## src/wdog_map.vh

```
// Constants for the watchdog and oscillator gating block.
// Assumes inclusion by bare name from the design files in this folder.
`ifndef WDOG_MAP_VH
`define WDOG_MAP_VH
// Internal RC period in ns and system clock period in ns.
`define WDOG_IRC_PERIOD_NS   65000
`define WDOG_SYS_PERIOD_NS   5
// Instruction clock divide ratio.
`define WDOG_INSTR_DIV       4
// Divide ratio selection: 2^(12+sel).
`define WDOG_DIV_BASE_EXP    12
`define WDOG_CNT_W           16
// Clock source codes.
`define WDOG_SRC_IRC         1'b0
`define WDOG_SRC_INSTR       1'b1
// Clear policy codes.
`define WDOG_CLR_SINGLE      1'b0
`define WDOG_CLR_DUAL        1'b1
`endif

```

## src/wdog_core.v

```verilog
// Watchdog counter with clock source choice, divide ratio, clear policy,
// oscillator gating for idle and halt, reset and wake-up outputs.
// Assumes the core drives instruction strobes as one-cycle pulses on
// clock_i; the reset pin and port A pins are asynchronous.
//
// Notes on behaviour
// RULE1: Provide system clock and free internal RC.
// RULE2: Watchdog source: internal RC or sysclk/4.
// RULE3: Watchdog disabled makes its instructions no-ops.
// RULE4: Timeout divides RC period by 2^12..2^15.
// RULE5: Internal RC period about 65 microseconds.
// RULE6: Instruction-clock source stops counting in halt.
// RULE7: Noisy designs should pick internal RC source.
// RULE8: Normal overflow gives chip reset, sets timeout.
// RULE9: Idle/halt overflow warm-resets PC and SP only.
// RULE10: Reset pin low, clear, halt clear counter.
// RULE11: Single-clear mode: each clear clears immediately.
// RULE12: Dual-clear mode needs both clear instructions.
// RULE13: Idle stops system osc; RC kept if keep-enable.
// RULE14: Halt stops both unless keep or watchdog enabled.
// RULE15: Wake on interrupt, port A fall, overflow, timer.
// RULE16: Clock out pin gives system clock over four.
// RULE17: RC disabled when option and keep-enable both off; code keeps it running while the watchdog is enabled, except in idle mode.
// RULE18: Halt sets powerdown flag, clears timeout flag.
// RULE19: Clear restarts count; overflow at selected stage.
`timescale 1ns/1ps
`default_nettype none
`include "wdog_map.vh"
module wdog_core (
    input  wire       clock_i,               // 200 MHz system clock.
    input  wire       sys_rst_i,             // Async reset, active high.
    input  wire       wdt_enable_i,          // Config: watchdog enabled.
    input  wire       wdt_src_i,             // Config: 0 RC, 1 instr clk.
    input  wire [1:0] wdt_div_sel_i,         // Config: 2^(12+sel).
    input  wire       clr_mode_i,            // Config: 0 single, 1 dual.
    input  wire       irc_option_i,          // Config: RC option enabled.
    input  wire       internal_osc_keep_enable_i, // Keep-enable bit.
    input  wire       idle_mode_i,           // Core is in idle mode.
    input  wire       halt_exec_i,           // Halt instruction pulse.
    input  wire       clear_watchdog_single_i, // Single clear pulse.
    input  wire       clear_watchdog_first_i,  // First clear pulse.
    input  wire       clear_watchdog_second_i, // Second clear pulse.
    input  wire       external_reset_pin_n_i,  // Reset pin, active low.
    input  wire [7:0] port_a_i,              // Port A pins.
    input  wire [7:0] port_a_wake_en_i,      // Per-bit wake option.
    input  wire       irq_pending_i,         // Interrupt request.
    input  wire       timer_flag_set_i,      // Timer flag 0 to 1 pulse.
    output reg        chip_reset_o,          // Full chip reset pulse.
    output reg        warm_reset_o,          // PC and SP clear pulse.
    output reg        wake_o,                // Wake-up pulse.
    output reg        halted_o,              // Halt state held.
    output reg        timeout_flag_o,        // Timeout status flag.
    output reg        powerdown_flag_o,      // Power-down status flag.
    output reg        sys_osc_run_o,         // System oscillator runs.
    output reg        internal_rc_oscillator_run_o, // RC osc runs.
    output reg        clock_out_pin_o        // System clock divided by 4.
);
    // ****************************************************************
    // Timing constants
    // ****************************************************************
    localparam integer IRC_CYC = `WDOG_IRC_PERIOD_NS / `WDOG_SYS_PERIOD_NS;
    localparam integer W = `WDOG_CNT_W;

    // ****************************************************************
    // Pin synchronisers
    // ****************************************************************
    reg       rst_s1_q, rst_s2_q;
    reg [7:0] pa_s1_q, pa_s2_q, pa_prev_q;

    always @(posedge clock_i or posedge sys_rst_i) begin
        if (sys_rst_i) begin
            rst_s1_q  <= 1'b1;
            rst_s2_q  <= 1'b1;
            pa_s1_q   <= 8'hff;
            pa_s2_q   <= 8'hff;
            pa_prev_q <= 8'hff;
        end else begin
            rst_s1_q  <= external_reset_pin_n_i;
            rst_s2_q  <= rst_s1_q;
            pa_s1_q   <= port_a_i;
            pa_s2_q   <= pa_s1_q;
            pa_prev_q <= pa_s2_q;
        end
    end

    wire pin_reset = ~rst_s2_q;

    // ****************************************************************
    // Clock sources
    // ****************************************************************
    // A real RC oscillator cannot exist in RTL, so the internal RC is
    // modelled as an enable pulse at its nominal 65 us period.
    wire irc_tick;
    wire instr_tick;
    // Oscillator gating: system clock stops in idle and halt.
    wire low_power = halted_o | idle_mode_i;
    wire irc_run = (irc_option_i | internal_osc_keep_enable_i |
                    wdt_enable_i) & // RULE17
                   (~low_power | internal_osc_keep_enable_i |
                    (halted_o & wdt_enable_i)); // RULE13 RULE14

    wdog_tick_div #(
        .DIV (IRC_CYC)
    ) u_irc_div (
        .clock_i   (clock_i),
        .sys_rst_i (sys_rst_i),
        .run_i     (irc_run), // RULE1 RULE5
        .tick_o    (irc_tick)
    );

    wdog_tick_div #(
        .DIV (`WDOG_INSTR_DIV)
    ) u_instr_div (
        .clock_i   (clock_i),
        .sys_rst_i (sys_rst_i),
        .run_i     (~low_power), // RULE6
        .tick_o    (instr_tick)
    );

    // ****************************************************************
    // Clear logic
    // ****************************************************************
    reg first_seen_q, second_seen_q;
    wire clr_single = wdt_enable_i & clear_watchdog_single_i &
                      (clr_mode_i == `WDOG_CLR_SINGLE); // RULE3 RULE11
    wire dual_first = wdt_enable_i & clear_watchdog_first_i &
                      (clr_mode_i == `WDOG_CLR_DUAL); // RULE3
    wire dual_second = wdt_enable_i & clear_watchdog_second_i &
                       (clr_mode_i == `WDOG_CLR_DUAL); // RULE3
    wire clr_dual = (dual_first | first_seen_q) &
                    (dual_second | second_seen_q); // RULE12
    wire halt_go = halt_exec_i & ~halted_o;
    wire sw_clear = clr_single | clr_dual;
    wire wdt_clear = pin_reset | sw_clear | halt_go; // RULE10

    always @(posedge clock_i or posedge sys_rst_i) begin
        if (sys_rst_i) begin
            first_seen_q  <= 1'b0;
            second_seen_q <= 1'b0;
        end else if (clr_dual | pin_reset) begin
            first_seen_q  <= 1'b0;
            second_seen_q <= 1'b0;
        end else begin
            first_seen_q  <= first_seen_q | dual_first;
            second_seen_q <= second_seen_q | dual_second;
        end
    end

    // ****************************************************************
    // Watchdog counter
    // ****************************************************************
    reg  [W-1:0] watchdog_counter_q;
    wire         src_tick = (wdt_src_i == `WDOG_SRC_IRC) ? irc_tick
                                                        : instr_tick; // RULE2
    localparam [3:0] BASE_EXP = `WDOG_DIV_BASE_EXP;
    wire [3:0]   stage = BASE_EXP + {2'b00, wdt_div_sel_i};
    wire [W:0]   cnt_inc = {1'b0, watchdog_counter_q} + {{W{1'b0}}, 1'b1};
    // The mask covers the counter bits below the selected stage.
    wire [W-1:0] stage_mask = ({{(W-1){1'b0}}, 1'b1} << stage) -
                              {{(W-1){1'b0}}, 1'b1};
    // Overflow when the bits below the selected stage would roll over. RULE4
    wire         at_top = &(watchdog_counter_q | ~stage_mask);
    wire         overflow = wdt_enable_i & src_tick & at_top & ~wdt_clear;

    always @(posedge clock_i or posedge sys_rst_i) begin
        if (sys_rst_i) begin
            watchdog_counter_q <= {W{1'b0}};
        end else if (wdt_clear | overflow | ~wdt_enable_i) begin
            watchdog_counter_q <= {W{1'b0}}; // RULE19
        end else if (src_tick) begin
            watchdog_counter_q <= cnt_inc[W-1:0]; // RULE19
        end
    end

    // ****************************************************************
    // Resets, wake-up and status flags
    // ****************************************************************
    wire pa_fall = |(pa_prev_q & ~pa_s2_q & port_a_wake_en_i);
    wire wake_ev = low_power & (irq_pending_i | pa_fall | overflow |
                   timer_flag_set_i | pin_reset); // RULE15

    always @(posedge clock_i or posedge sys_rst_i) begin
        if (sys_rst_i) begin
            chip_reset_o     <= 1'b0;
            warm_reset_o     <= 1'b0;
            wake_o           <= 1'b0;
            halted_o         <= 1'b0;
            timeout_flag_o   <= 1'b0;
            powerdown_flag_o <= 1'b0;
        end else begin
            chip_reset_o <= pin_reset | (overflow & ~low_power); // RULE8
            warm_reset_o <= overflow & low_power; // RULE9
            wake_o       <= wake_ev;
            if (halt_go) begin
                halted_o <= 1'b1;
            end else if (wake_ev) begin
                halted_o <= 1'b0;
            end
            // A same-cycle clear suppresses overflow, so the flag is not set.
            if (overflow) begin
                timeout_flag_o <= 1'b1; // RULE8
            end else if (halt_go | sw_clear) begin
                timeout_flag_o <= 1'b0; // RULE18
            end
            if (halt_go) begin
                powerdown_flag_o <= 1'b1; // RULE18
            end else if (sw_clear) begin
                powerdown_flag_o <= 1'b0;
            end
        end
    end

    // ****************************************************************
    // Oscillator status and clock output
    // ****************************************************************
    reg [1:0] ck_div_q;

    always @(posedge clock_i or posedge sys_rst_i) begin
        if (sys_rst_i) begin
            ck_div_q                     <= 2'b00;
            clock_out_pin_o              <= 1'b0;
            sys_osc_run_o                <= 1'b1;
            internal_rc_oscillator_run_o <= 1'b0;
        end else begin
            if (!low_power) begin
                ck_div_q <= ck_div_q + 2'b01;
            end
            clock_out_pin_o              <= ck_div_q[1]; // RULE16
            sys_osc_run_o                <= ~low_power; // RULE13
            internal_rc_oscillator_run_o <= irc_run; // RULE14
        end
    end
endmodule // wdog_core
`default_nettype wire

```

## src/wdog_tick_div.v

```verilog
// Tick divider producing one-cycle enable pulses every DIV clocks.
// Assumes a single clock domain; run_i gates counting.
`timescale 1ns/1ps
`default_nettype none
module wdog_tick_div #(
    parameter integer DIV = 4
) (
    input  wire clock_i,   // System clock.
    input  wire sys_rst_i, // Async reset, active high.
    input  wire run_i,     // Count enable.
    output reg  tick_o     // One-cycle pulse.
);
    reg [15:0] cnt_q;

    always @(posedge clock_i or posedge sys_rst_i) begin
        if (sys_rst_i) begin
            cnt_q  <= 16'h0000;
            tick_o <= 1'b0;
        end else if (!run_i) begin
            tick_o <= 1'b0;
        end else if (cnt_q == DIV[15:0] - 16'h0001) begin
            cnt_q  <= 16'h0000;
            tick_o <= 1'b1;
        end else begin
            cnt_q  <= cnt_q + 16'h0001;
            tick_o <= 1'b0;
        end
    end
endmodule // wdog_tick_div
`default_nettype wire
```

## config.mk

```make
export PLATFORM = sky130hd
export DESIGN_NAME = wdog_core
export DESIGN_NICKNAME = d
export VERILOG_FILES = /design/src/wdog_core.v /design/src/wdog_tick_div.v
export VERILOG_INCLUDE_DIRS = /design/src
export SDC_FILE = /design/constraint.sdc
export NUM_CORES = 1
export LEC_CHECK = 0
export ABC_AREA = 1
export BUFFER_PORTS_ARGS = -buffer_cell sky130_fd_sc_hd__buf_2
export CAP_MARGIN = 15
export CORE_ASPECT_RATIO = 2
export CORE_MARGIN = 4
export CORE_UTILIZATION = 45
export CTS_BUF_LIST = sky130_fd_sc_hd__clkbuf_2 sky130_fd_sc_hd__clkbuf_4 sky130_fd_sc_hd__clkbuf_8
export CTS_CLUSTER_SIZE = 14
export DETAILED_ROUTE_END_ITERATION = 7
export GPL_ROUTABILITY_DRIVEN = 0
export PLACE_DENSITY = 0.71
export SYNTH_ARGS = -nofsm -noshare
export SYNTH_HDL_FRONTEND = slang
export SYNTH_SLANG_ARGS = --single-unit
```

## constraint.sdc

```tcl
create_clock -name clock_i -period 2.7 [get_ports clock_i]
set_clock_uncertainty 0.1 [all_clocks]
set_input_delay 0.135 -clock clock_i [delete_from_list [all_inputs] [get_ports clock_i]]
set_output_delay 0.135 -clock clock_i [all_outputs]
set_load 0.01 [all_outputs]
```

---- Word level (Yosys, flattened, before mapping) ----
Index checks and enable logic that the tools add are counted.
word-level totals
  input port bits ......................... 33
  register bits after elaboration ......... 89
cells by class
  bitwise logic cells ..................... 46
  $add $sub $neg .......................... 6
  mux-type cells .......................... 17
  reduce and logical (&&, ||, !) cells .... 6
  shift operators ......................... 1
  equal/unequal tests ..................... 2
operator list
  operator                 number
  $mux W16                 4
  $add A16 B1 Y16 const B  3
  $or A1 B1 Y1             19
  $and A1 B1 Y1            16
  $and A8 B8 Y8            2
  $eq A16 B14 Y1 const B   1
  $eq A16 B2 Y1 const B    1
  $not A16 Y16             1
  $or A16 B16 Y16          1
  $reduce_and A16 Y1       1
  $shl A1 B4 Y16 const A   1
  $sub A16 B1 Y16 const B  1
  $mux W1                  13
  $not A8 Y8               1
  $reduce_bool A2 Y1       4
  $reduce_or A8 Y1         1
  $not A1 Y1               6
  $add A3 B3 Y4 const A    1
  $add A2 B1 Y2 const B    1

---- Depth between registers and ports, before layout ----
Gate-level depths: netlist of run 1.
  word-level depth ........................ 15
  gate-level depth with buffers ........... 10

---- Cells and area by module ----
A second synthesis of run 1 with hierarchy kept.
unflattened totals
  cell total of the unflattened synthesis .. 512
  area total of the unflattened synthesis .. 4317.9 um^2
by module, submodules not included
  module                        area each (um^2)  cells each  times used
  wdog_core                     2189.6            220         1
  wdog_tick_div at u_irc_div    1092.3            153         1
  wdog_tick_div at u_instr_div  1036.0            139         1

---- Worst setup path before layout of run 1 ----
OpenSTA, ideal clock, no wires.
  path kind ............................... reg-to-reg
  start ................................... register u_irc_div.cnt_q[1]
  end ..................................... register u_irc_div.cnt_q[8]
  buffers on the path ..................... 0
  period minus slack after synthesis ...... 1.499 ns
  setup slack ............................. 1.201 ns
  arrival ................................. 1.276 ns
  stages on the path, launching flop included .. 8
  cells stage by stage .................... dfrtp_1 ha_1 nand2_1 nor2_1 nand2_1 nor2_2 nand2_1 xor2_1
between the ends
  word-level cells in the longest chain between the ends .. 2
  elaborated cells on any way between the ends .. 3
  those cells by class .................... add/sub (1); eq/ne (1); mux (1)
ends and longest elaborated chain
  element                                                   line                                    source
  start: declaration                                        wdog_tick_div.v:13                      reg [15:0] cnt_q;
  start signal: assignment                                  wdog_tick_div.v:25                      cnt_q <= cnt_q + 16'h0001;
  $add A16 B1 Y16 / $eq A16 B14 Y1 (equally long branches)  wdog_tick_div.v:25, wdog_tick_div.v:21
  $mux W16 (*)                                              wdog_tick_div.v:21                      end else if (cnt_q == DIV[15:0] - 16'h0001) begin
Every way passes the cells marked *; elsewhere a longest branch is shown, timed or not.
A chain may end at the register's enable or synchronous reset.

---- Worst setup path in the final report of run 1 ----
  start ................................... register watchdog_counter_q[0]
  end ..................................... register watchdog_counter_q[0]
between the ends
  word-level cells in the longest chain between the ends .. 7
  elaborated cells on any way between the ends .. 10
  those cells by class .................... add/sub (1); mux (2); bitwise (5); reduce/logical (2)
ends and longest elaborated chain
  element                                                                  line             source
  start: declaration                                                       wdog_core.v:152  reg [W-1:0] watchdog_counter_q;
  start signal: assignment                                                 wdog_core.v:167  watchdog_counter_q <= {W{1'b0}};
  start signal: assignment                                                 wdog_core.v:169  watchdog_counter_q <= {W{1'b0}};
  start signal: assignment                                                 wdog_core.v:171  watchdog_counter_q <= cnt_inc[W-1:0];
  parallel branches: the longest is 7 deep, another holds $add A16 B1 Y16  -
Parallel ways; which one is timed is not known. The select of a mux whose other input is x is not followed.

==> results of run 1 <==
-- area by class of cell --
type                       instances  area [um2]
clock inverter                     7         101
timing repair buffer              56         360
sequential                        88        2240
fill                             775        3970
multi-input combinational        294        1560
tap                              100         125
inverter                          61         230
clock buffer                       9         124
-- worst max-delay path, stage by stage (launching register included) --
cell	delay, ns
dfrtp_1	0.41
ha_1	0.22
nand3_1	0.13
nor2_2	0.07
nand4_2	0.09
clkinv_1	0.11
nand2_1	0.08
nand3_2	0.31
nor3_1	0.24
-- cells by family (layout without fill, tap and decap cells) --
kind of cell	Yosys count	count (layout)	synth area share, %
AOI/OAI and AO/OA	30	30	4.29
xor gates and xnor gates	24	24	5.19
adders and majority gates	3	3	0.926
buffers and inverters	65	133	6.30
DFF	88	88	55.2
and+or+nand+nor	237	237	28.1
-- final timing paths --
path	start	slack [ns]	depth (start not counted)	to
setup reg to reg	watchdog_counter_q[0]$_DFFE_PP0P_	0.88	8	watchdog_counter_q[0]$_DFFE_PP0P_
setup / recovery	watchdog_counter_q[0]$_DFFE_PP0P_	0.88	8	watchdog_counter_q[0]$_DFFE_PP0P_
min in group asynchronous	sys_rst_i	0.27	3	u_irc_div.cnt_q[1]$_DFFE_PP0P_
hold reg to reg	pa_s1_q[4]$_DFF_PP1_	0.26	0	pa_s2_q[4]$_DFF_PP1_
max in group asynchronous	sys_rst_i	1.50	4	rst_s1_q$_DFF_PP1_
hold / removal	wdt_enable_i	0.03	5	watchdog_counter_q[13]$_DFFE_PP0P_
-- stage by stage --
stage	instance area, um2	utilization (%)	instances	setup slack, ns
floorplan	4050	-	447	0.231
finish	4740	54.4	615	0.875
global route	4740	54.4	615	0.716
global placement	4390	50.4	587	0.937
detailed placement	4390	50.4	587	0.871
CTS	4740	54.4	615	0.846
-- routing by layer --
layer | GRT usage [%] | vias to the layer above | wire length [um]
met3 | 3.47 | 21 | 387
met1 | 18.4 | 1473 | 3120
met4 | 8.26 | 0 | 236
met2 | 28.6 | 88 | 4290
li1 | - | 1558 | -
met5 | 0 | - | 0
-- synthesized netlist by cell type (2+ instances only) --
cell type,instances
nand2_1,89
dfrtp_1,61
inv_1,57
nor2_1,42
nand3_1,40
dfstp_2,27
xor2_1,20
nor3_1,19
o21ai_0,16
nor2_2,11
nand4_1,10
nand3b_1,8
a21oi_1,6
xnor2_1,4
a21oi_2,3
buf_2,3
ha_1,3
inv_2,3
nand2_2,3
nor3_2,3
and3_1,2
nand2_4,2
or2_2,2
-- power groups by stage --
stage	combinational [uW]	clock, uW	sequential (uW)
floorplan	416	0	1680
global placement	537	0	1720
detailed placement	562	0	1730
CTS	575	1040	1710
global route	660	1110	1740
finish	572	1010	1710
-- cells in the final DEF, fill, tap and decap left out, types with 2 or more instances in the layout --
cell           instances
bufinv_16              2
dfstp_2               27
ha_1                   3
xor2_1                20
a21oi_1                6
nand3b_1               8
nand3_1               40
a21oi_2                3
inv_6                  2
nor3_1                19
nand2_2                3
nor3_2                 3
nand2_1               89
buf_2                 41
buf_4                  2
xnor2_1                4
o21ai_0               16
clkbuf_8               9
nand4_1               10
nor2_1                42
inv_2                  3
nand2_4                2
nor2_2                11
dlygate4sd3_1         12
clkinv_4               2
or2_2                  2
and3_1                 2
dfrtp_1               61
inv_1                 56
-- flip-flops by register name, summed over array words and instances, names as in the netlist, 2 cells and up --
register            cells
u_irc_div.cnt_q        16
watchdog_counter_q     15
pa_s1_q                 8
ck_div_q                2
pa_prev_q               8
pa_s2_q                 8
u_instr_div.cnt_q      16
-- repair_timing --
item	in CTS	in global routing
resized for setup	0	0
endpoints found under the hold margin	20	0
setup endpoints to repair	0	0
hold buffers	12	0
==> impl.org, run 1 <==
** Run status
- Result of the run :: complete, no violations

** Critical path
- Critical path data arrival time :: 1.99 ns
- Category of the most critical setup path :: reg -> reg
- Peak fanout along the critical path :: 14
- STA classifies the critical path startpoint as a register.
- Data on the critical path is required at its endpoint by 2.87 ns.
- STA classifies the critical path endpoint as a register.

** Route
- Starting DRT DRC Count :: 187
- The final route contains 3140 vias.
- In this run the remaining antenna-violating nets after routing total 0.
- Before antenna repair, the detailed router went through 4 iterations.
- Via density per instance :: 5.11
- Sum of routed wire length over all layers :: 8040 um
- DRC violations left :: 0
- Mean routed wirelength per cell :: 13.1 um

** Final layout
- From synthesis to final layout, the design area changed by 16.9%.
- The post-route netlist has 23.3% of its cells at a drive strength greater than 1.
- For this run, the post-layout net count is 546.
- Ant. Diodes :: 0

** Timing
- The number of pins with negative max-slew slack in the final report came to 0.
- Timing would allow up to 548 MHz.
- After routing, the total negative slack on setup checks comes to 0 ns.
- Final hold vios :: 0
- Setup violations remaining at the end of the flow were counted as 0.
- The worst pin sits at a relative slew slack of 61.3%.
- Setup repair after global routing left no endpoint under its margin.
- Fraction of the cycle the final worst path needs :: 67.6%
- At the pin with the least slew margin, the transition time is 0.580 ns.
- Min Tclk post-route :: 1.82 ns
- The tightest hold path in the finished design has a slack of 0.0327 ns.

** Pwr
- Sequential cells burn 51.9% of the power.
- Switching share of total power :: 31.1%
- Clk pwr share :: 30.7%
- Ratio of total power to cell area :: 697 nW/um2
- For this design the static power due to leakage is 0.00224 uW.
- Net switching power figure :: 1030 uW
- Worst voltage drop across the vdd grid :: 0.260 mV
- The internal power of the cells totals 2270 uW.
- Per report_power, the combinational group accounts for 17.3% of the total.
- Post-route total power :: 3300 uW

** Floorplan
- Once the floorplan was initialized, standard cells occupied 46.5% of the core.
- The floorplan step defined a core boundary enclosing 8710 um2.
- Row cnt :: 48
- In this run the vertical extent of the chip is 142 um.
- Die Area :: 10700 um2
- The die is 75.1 um wide.
- For this design the top-level I/O count stands at 42.

** Yosys
- In this run, synthesis produced a sequential element count of 88.
- Largest cells by area after synthesis :: dfrtp_1 38%, dfstp_2 18%, nand2_1 8.2%
- Of all flip-flops after synthesis, the portion carrying an async set or reset was 100%.
- Number of instances in the synthesized netlist :: 447
- Post-synthesis instance area :: 4050 um2
- Yosys mapped a number of flops with a built-in enable equal to 0.
- Dominant cell type by area after synthesis :: dfrtp_1
- Portion of the post-synthesis area used by sequential elements :: 55.2%
- In this run, distinct cell masters in the synthesized netlist total 36.
- The share of synthesized area in the top cell type comes to 37.7%.
- Counting every net in the synthesized netlist gives 483.
- During synthesis, Yosys emitted a total of 0 warnings.
- Mean instance size in the synthesized netlist :: 9.07 um2
- Most used flip-flop cell after synthesis :: dfrtp_1

** Global route
- The initial antenna violation count was 0.
- The via count of the first global-routing pass is 3132.
- First-pass GRT wire length :: 13700 um
- Global-route usage over all layers :: 16.5%
- Entering global routing, the biggest net connects 36 pins.
- Aggregate global routing overflow :: 0

** Place
- Port Buffer Count :: 41
- After legalization and detailed placement, the total HPWL measured 6140 um.

** CTS
- Clock tree synthesis inserted a total of 9 buffers.
- Number of buffers inserted to repair setup after CTS :: 0
- Clock-pin slew was measured on the worst setup and hold paths at 0.08 ns.
- TritonCTS built the clock tree.
- In this run the deepest clock path goes through 2 buffers.
- Clk Latency, worst-skew pair :: 0.36 ns
- # clock sinks :: 88
- Root Driver :: clkbuf_8
- The clock tree synthesis step divided the H-tree into 3 levels.

** Job
- Across the run, the number of max-cap violations was 0.

** Worst hold path
- Min-delay worst type :: in -> reg
No activity file was read; power rests on OpenSTA's default activity.
==> run 2, diff against run 1 <==
clock period = 1.7 ns   (was 2.7 ns; I/O delays follow)
==> run 2 against run 1 <==
Sequential share of layout area fell by 1.8 points. Via count rose by 1.8%. Non-clock buffer count rose by 19. Combinational power rose by 80%. Sequential power rose by 58%. Sequential cell count did not move. Clock power rose by 42%. Clock-buffer cell count did not move.
==> impl.org, run 2 (synthesized netlist as in run 1, its figures left out) <==
** Place
- Once detailed placement completed, the half-perimeter wirelength came to 6320 um.
- Once placement completed, the tool counted placed cells totaling 595.
- Port Buffer Count :: 41

** CTS
- In this run the deepest clock path goes through 2 buffers.
- Clock tree from TritonCTS :: done
- # clock sinks :: 88
- The H-tree was split into 3 levels.
- Clk Latency, worst-skew pair :: 0.37 ns
- The cell sitting at the root of the clock tree is a clkbuf_8.
- Number of buffers added by the clock tree synthesis step :: 9
- Clock slew at the register clock pins of the worst setup and hold paths :: 0.10 ns

** Critical path
- On the worst path, the slowest cell contributes a delay of 0.38 ns.
- The worst setup path is launched from a register.
- The worst setup path is captured at a register.
- Category of the most critical setup path :: reg -> reg
- Required time at the worst-slack endpoint :: 1.86 ns
- Walking the worst path, the cells encountered are ha_2, nand3_2, nor2_4, nand4_2, inv_2, nand2_1, nand3_2, buf_12, nor3_1.
- Worst path most repeated cell :: nand3_2
- Among all stages on the critical path, the largest delay is contributed by dfrtp_1.
- For the worst setup path, the data arrival time is 1.74 ns.
- Bufs and invs on worst path :: 2
- Peak fanout along the critical path :: 14
- Broken down by cell family, the worst path's largest delay share belongs to simple AND/OR/NAND/NOR gates.

** Floorplan
- Row cnt :: 48
- The die is 75.1 um wide.
- Num ports :: 42
- DIE HEIGHT :: 142 um
- The total area inside the core boundary comes to 8710 um2.
- The die covers 10700 um2.
- For this configuration, the core starts out at a cell density of 46.5%.

** Final layout
- 0 antenna diodes ended up in the layout.
- Leaving out fill and tap cells, the most frequent cell in the layout is nand2_1.
- Commonest cells after routing, fill and taps aside :: 87 x nand2_1, 60 x dfrtp_1, 56 x inv_1
- Final core utilization :: 56.6%
- Fraction of final layout cells with drive strength greater than 1 :: 27.2%
- Across the whole layout, storage elements account for 2240 um2.
- Number of inserted filler cells in the final layout :: 769
- Fin nets :: 565
- For this run, the number of standard cells in the final layout without fillers is 634.
- Combined area of the multi-input logic cells :: 1600 um2
- The largest registers in the layout are u_instr_div.cnt_q: 16 flops, u_irc_div.cnt_q: 16 flops, watchdog_counter_q: 15 flops.
- Relative to the synthesized area, the layout overhead comes to 21.6%.

** Timing
- Final Slew Violations :: 0
- Setup violations remaining at the end of the flow were counted as 0.
- The hold violation total from the final report is 0.
- Pin slew with the least headroom to its limit :: 0.665 ns
- Hold timing on the final database bottoms out at a slack of 0.0357 ns.
- Setup repair after global routing could not meet its margin everywhere.
- Fraction of the cycle the final worst path needs :: 93.0%
- Top achievable clock speed :: 633 MHz
- The worst path needs 1.58 ns of the cycle, external delays included.
- Measured against its own limit, the worst slew margin works out to 55.6%.

** Pwr
- Across the VDD grid, the largest voltage drop is 0.391 mV.
- For this design the ratio of total power to cell area is 1050 nW/um2.
- For this design the static power due to leakage is 0.00232 uW.

** Route
- Via density per instance :: 5.04
- In this run, the number of DRC markers left after iteration 0 of detailed routing was 149.
- In this run the remaining antenna-violating nets after routing total 0.
- For this run, design rule violations remaining after detail routing come to 0.
- For this run, the detailed router's first-pass iteration total came to 4.
- Mean routed wirelength per cell :: 13.5 um
- The detailed router placed 3198 vias in this run.
- Sum of routed wire length over all layers :: 8590 um

** Job
- Number of max-cap violations :: 0

** Global route
- Aggregate global routing overflow :: 0
- First-pass GRT wire length :: 14300 um
- The via count of the first global-routing pass came to 3213.
- Across every metal layer, demand over resource in global routing totals 17.7%.
- Entering global routing, the biggest net connects 32 pins.
- The initial antenna violation count came to 0.

** Run status
- Result of the run :: complete, no violations

** Worst hold path
- Min-delay worst type :: in -> reg
## run 2: path summary, 6_finish.rpt
path                                                   startpoint                                 to  slack (ns)  cells past startpoint
worst max-delay path            watchdog_counter_q[0]$_DFFE_PP0P_  watchdog_counter_q[0]$_DFFE_PP0P_        0.12                      9
worst min-delay path                                   clr_mode_i            second_seen_q$_DFF_PP0_        0.04                      5
worst max register to register  watchdog_counter_q[0]$_DFFE_PP0P_  watchdog_counter_q[0]$_DFFE_PP0P_        0.12                      9
worst min register to register               pa_s1_q[3]$_DFF_PP1_               pa_s2_q[3]$_DFF_PP1_        0.25                      0
max in group asynchronous                               sys_rst_i                 rst_s1_q$_DFF_PP1_        0.63                      4
min in group asynchronous                               sys_rst_i     u_irc_div.cnt_q[2]$_DFFE_PP0P_        0.25                      3
## run 2: final cells by class
type	count	share of cell area [%]
flip-flops and latches	88	45.4
multi-input cells	294	32.4
repair buffers	75	11.0
inverters	61	4.72
well taps	100	2.54
clock buffers	9	2.51
clock inverters	7	1.45
## run 2: power by group
part           internal (uW)  switching, uW
Clock                    578            851
Sequential              2410            288
Combinational            435            591
Total                   3430           1730
## run 2: per-stage QoR
step	instance area, um2	total power (uW)	TNS (ns)	setup slack [ns]
final	4930	5160	0	0.119
after CTS	4860	5170	0	0.0401
after floorplan	4060	3340	0	0.201
after global placement	4480	3640	0	0.0203
after global routing	4930	5490	-0.0398	-0.0179
after detailed placement	4480	3680	0	0.00502
## run 2: timing repair
item,in CTS,in global routing
hold endpoints to repair,21,0
buffers inserted,0,5
endpoints found under the setup margin,4,26
hold buffers,18,0
resized for setup,2,11
## run 2: worst min-delay path, delay by kind of cell
family,cells,cell delay [ns]
and+or+nand+nor,3,0.24
buffers and inverters,2,0.15
## run 2: metal layers
| layer | global-route usage, % | part of all wire (%) | vias up |
|---|---|---|---|
| met3 | 4.31 | 4.6 | 19 |
| li1 | - | - | 1600 |
| met1 | 18.7 | 37 | 1509 |
| met4 | 8.91 | 2.7 | 0 |
| met5 | 0 | 0 | - |
| met2 | 31.2 | 56 | 70 |
==> run 3, diff against run 2 <==
CTS_BUF_LIST = default   (was sky130_fd_sc_hd__clkbuf_2 sky130_fd_sc_hd__clkbuf_4 sky130_fd_sc_hd__clkbuf_8)
MAX_ROUTING_LAYER = met4   (was default)
SLEW_MARGIN = 20   (was default)
==> run 3 against run 2 <==
Core utilization grew 0.46 points. Clock-buffer cell count unchanged. Sequential share of layout area is 0.37 points lower. Worst setup slack got worse by 0.0099 ns. Via count grew 0.56%. Global-route usage up 0.73 points. First-iteration DRC count is 1.3% higher. Critical path depth is the same. Sequential power barely moved. Maximum frequency decreased by 0.62%. Combinational power hardly changed. Largest cell class unchanged. Highest routed layer unchanged.
==> impl.org, run 3 (synthesized netlist as in run 1, its figures left out) <==
** Floorplan
- DIE HEIGHT :: 142 um
- Placeable Area :: 8710 um2
- The die covers 10700 um2.
- DIE WIDTH :: 75.1 um
- Row cnt :: 48
- Initial core utilization :: 46.5%
- Num ports :: 42

** Place
- Summed over all nets, the half-perimeter wirelength after detailed placement is 6320 um.
- Setup slack at placement :: 0.00502 ns
- Port Buffer Count :: 41

** Timing
- Pin slew with the least headroom to its limit :: 0.665 ns
- The worst path uses 93.6% of the clock period.
- Worst rel slew slack :: 55.6%
- The number of pins with negative max-slew slack in the final report came to 0.
- Worst Setup Slack, final :: 0.110 ns
- Based on the critical path, the design can be clocked at up to 629 MHz.
- Setup violations remaining at the end of the flow were counted as 0.
- Counting I/O delays and the setup requirement, the final critical path takes 1.59 ns.
- The hold violation total from the final report came to 0.

** CTS
- The number of clock buffers added by TritonCTS is 9.
- Clock buffer depth :: 2
- The tree built by TritonCTS fans out to 88 sinks.
- The tree is rooted in a clkbuf_16.
- TritonCTS built the clock tree.
- Clock-pin slew was measured on the worst setup and hold paths at 0.07 ns.
- Total number of H-tree levels :: 3
- Clk Latency, worst-skew pair :: 0.34 ns

** Final layout
- Commonest cells after routing, fill and taps aside :: 88 x nand2_1, 60 x dfrtp_1, 56 x inv_1
- Most common cell after layout, fill and taps aside :: nand2_1
- Compared with the post-synthesis result, the final layout area differs by 22.6%.
- Fin nets :: 558
- Reg area :: 2240 um2
- The repair_antennas step left the layout with diodes totalling 0.
- Registers with the most flip-flops :: u_instr_div.cnt_q: 16 flops, u_irc_div.cnt_q: 16 flops, watchdog_counter_q: 15 flops
- Number of inserted filler cells in the final layout :: 761
- Combined area of the multi-input logic cells :: 1600 um2
- Of the cells placed in the final design, the portion with a size suffix greater than 1 is 26.8%.

** Worst hold path
- In this run the worst hold path is classified as in -> reg.

** Pwr
- In this run the power density over the cells is 1150 nW/um2.
- Post-route total power :: 5700 uW
- Worst voltage drop across the vdd grid :: 0.569 mV
- Summed over all cells, the static leakage comes to 0.00234 uW.

** Critical path
- Setup slack on the worst reg-to-reg path comes out at 0.11 ns.
- The worst setup path is launched from a register.
- Critical path data arrival time :: 1.73 ns
- Category of the most critical setup path :: reg -> reg
- Category of the worst setup path capture point :: register
- Peak fanout along the critical path :: 14
- Required time at the worst-slack endpoint :: 1.84 ns

** Global route
- Entering global routing, the biggest net connects 32 pins.
- Aggregate global routing overflow :: 0
- Across every metal layer, demand over resource in global routing totals 18.4%.
- Antenna violations before repair :: 0
- First-pass GRT wire length :: 14500 um
- Via count of the first global-routing pass :: 3257

** Route
- The routed layout has 3216 vias.
- Sum of routed wire length over all layers :: 8580 um
- Post-DRT Antenna Nets :: 0
- Number of optimization iterations in the first detailed-route pass :: 4
- In this run, the number of DRC markers left after iteration 0 of detailed routing was 151.
- Via density per instance :: 5.13
- DRC violations left :: 0
- After detailed routing, the average wire length per cell comes to 13.7 um.

** Run status
- The flow ran to the end, and the final reports show no timing, DRC or antenna violations.

** Job
- Across the run, the number of max-cap violations was 0.
==> run 3: metrics by stage <==
step / area (um2) / util, % / std cells / hold slack (ns) / setup TNS [ns]
5_1_grt: 4970 / 57.1 / 627 / 0.00454 / -0.0481
4_1_cts: 4910 / 56.4 / 624 / 0.00287 / 0
3_3_place_gp: 4480 / 51.5 / 595 / 0.0907 / 0
3_5_place_dp: 4480 / 51.5 / 595 / 0.0914 / 0
6_report: 4970 / 57.1 / 627 / 0.00307 / 0
2_1_floorplan: 4060 / - / 447 / -0.0105 / 0
==> run 3: critical path: stages, from the launching register on <==
cell	delay [ns]
dfrtp_1	0.38
ha_2	0.20
nand3_2	0.11
nor2_4	0.13
nand4_2	0.13
inv_2	0.09
nand2_1	0.06
nand3_2	0.07
buf_12	0.15
nor3_1	0.05
==> run 3: layout make-up <==
class	count	area share [%]
Clock inverter	7	1.44
Tap cell	100	2.52
Inverter	61	4.68
Timing Repair Buffer	68	9.62
Sequential cell	88	45.0
Multi-Input combinational cell	294	32.2
Clock buffer	9	4.53
==> run 3: power by group <==
part           internal (uW)  switching (uW)  leakage, uW  total [uW]
combinational            426             593      0.00114        1020
sequential              2420             300      0.00105        2720
clock                   1040             922     0.000148        1960
==> run 3: routing by layer <==
layer	track usage, %	share of wire [%]
met1	19.0	38
met2	31.7	55
met3	4.46	4.2
met4	8.44	2.8
met5	-	0
==> run 3: what timing repair did <==
action | in CTS | in global routing
hold buffers | 13 | 0
hold endpoints to repair | 17 | 0
pin swaps | 0 | 1
gates resized for setup | 1 | 11
endpoints found under the setup margin | 3 | 27
buffers inserted | 0 | 3
==> run 3: final timing paths <==
kind | from | end | depth (start not counted)
max reg2reg | watchdog_counter_q[1]$_DFFE_PP0P_ | watchdog_counter_q[6]$_DFFE_PP0P_ | 9
max | watchdog_counter_q[1]$_DFFE_PP0P_ | watchdog_counter_q[6]$_DFFE_PP0P_ | 9
min in group asynchronous | sys_rst_i | u_irc_div.cnt_q[2]$_DFFE_PP0P_ | 3
max in group asynchronous | sys_rst_i | sys_osc_run_o$_DFF_PP1_ | 4
min | wdt_enable_i | watchdog_counter_q[13]$_DFFE_PP0P_ | 5
min reg2reg | pa_s1_q[5]$_DFF_PP1_ | pa_s2_q[5]$_DFF_PP1_ | 0
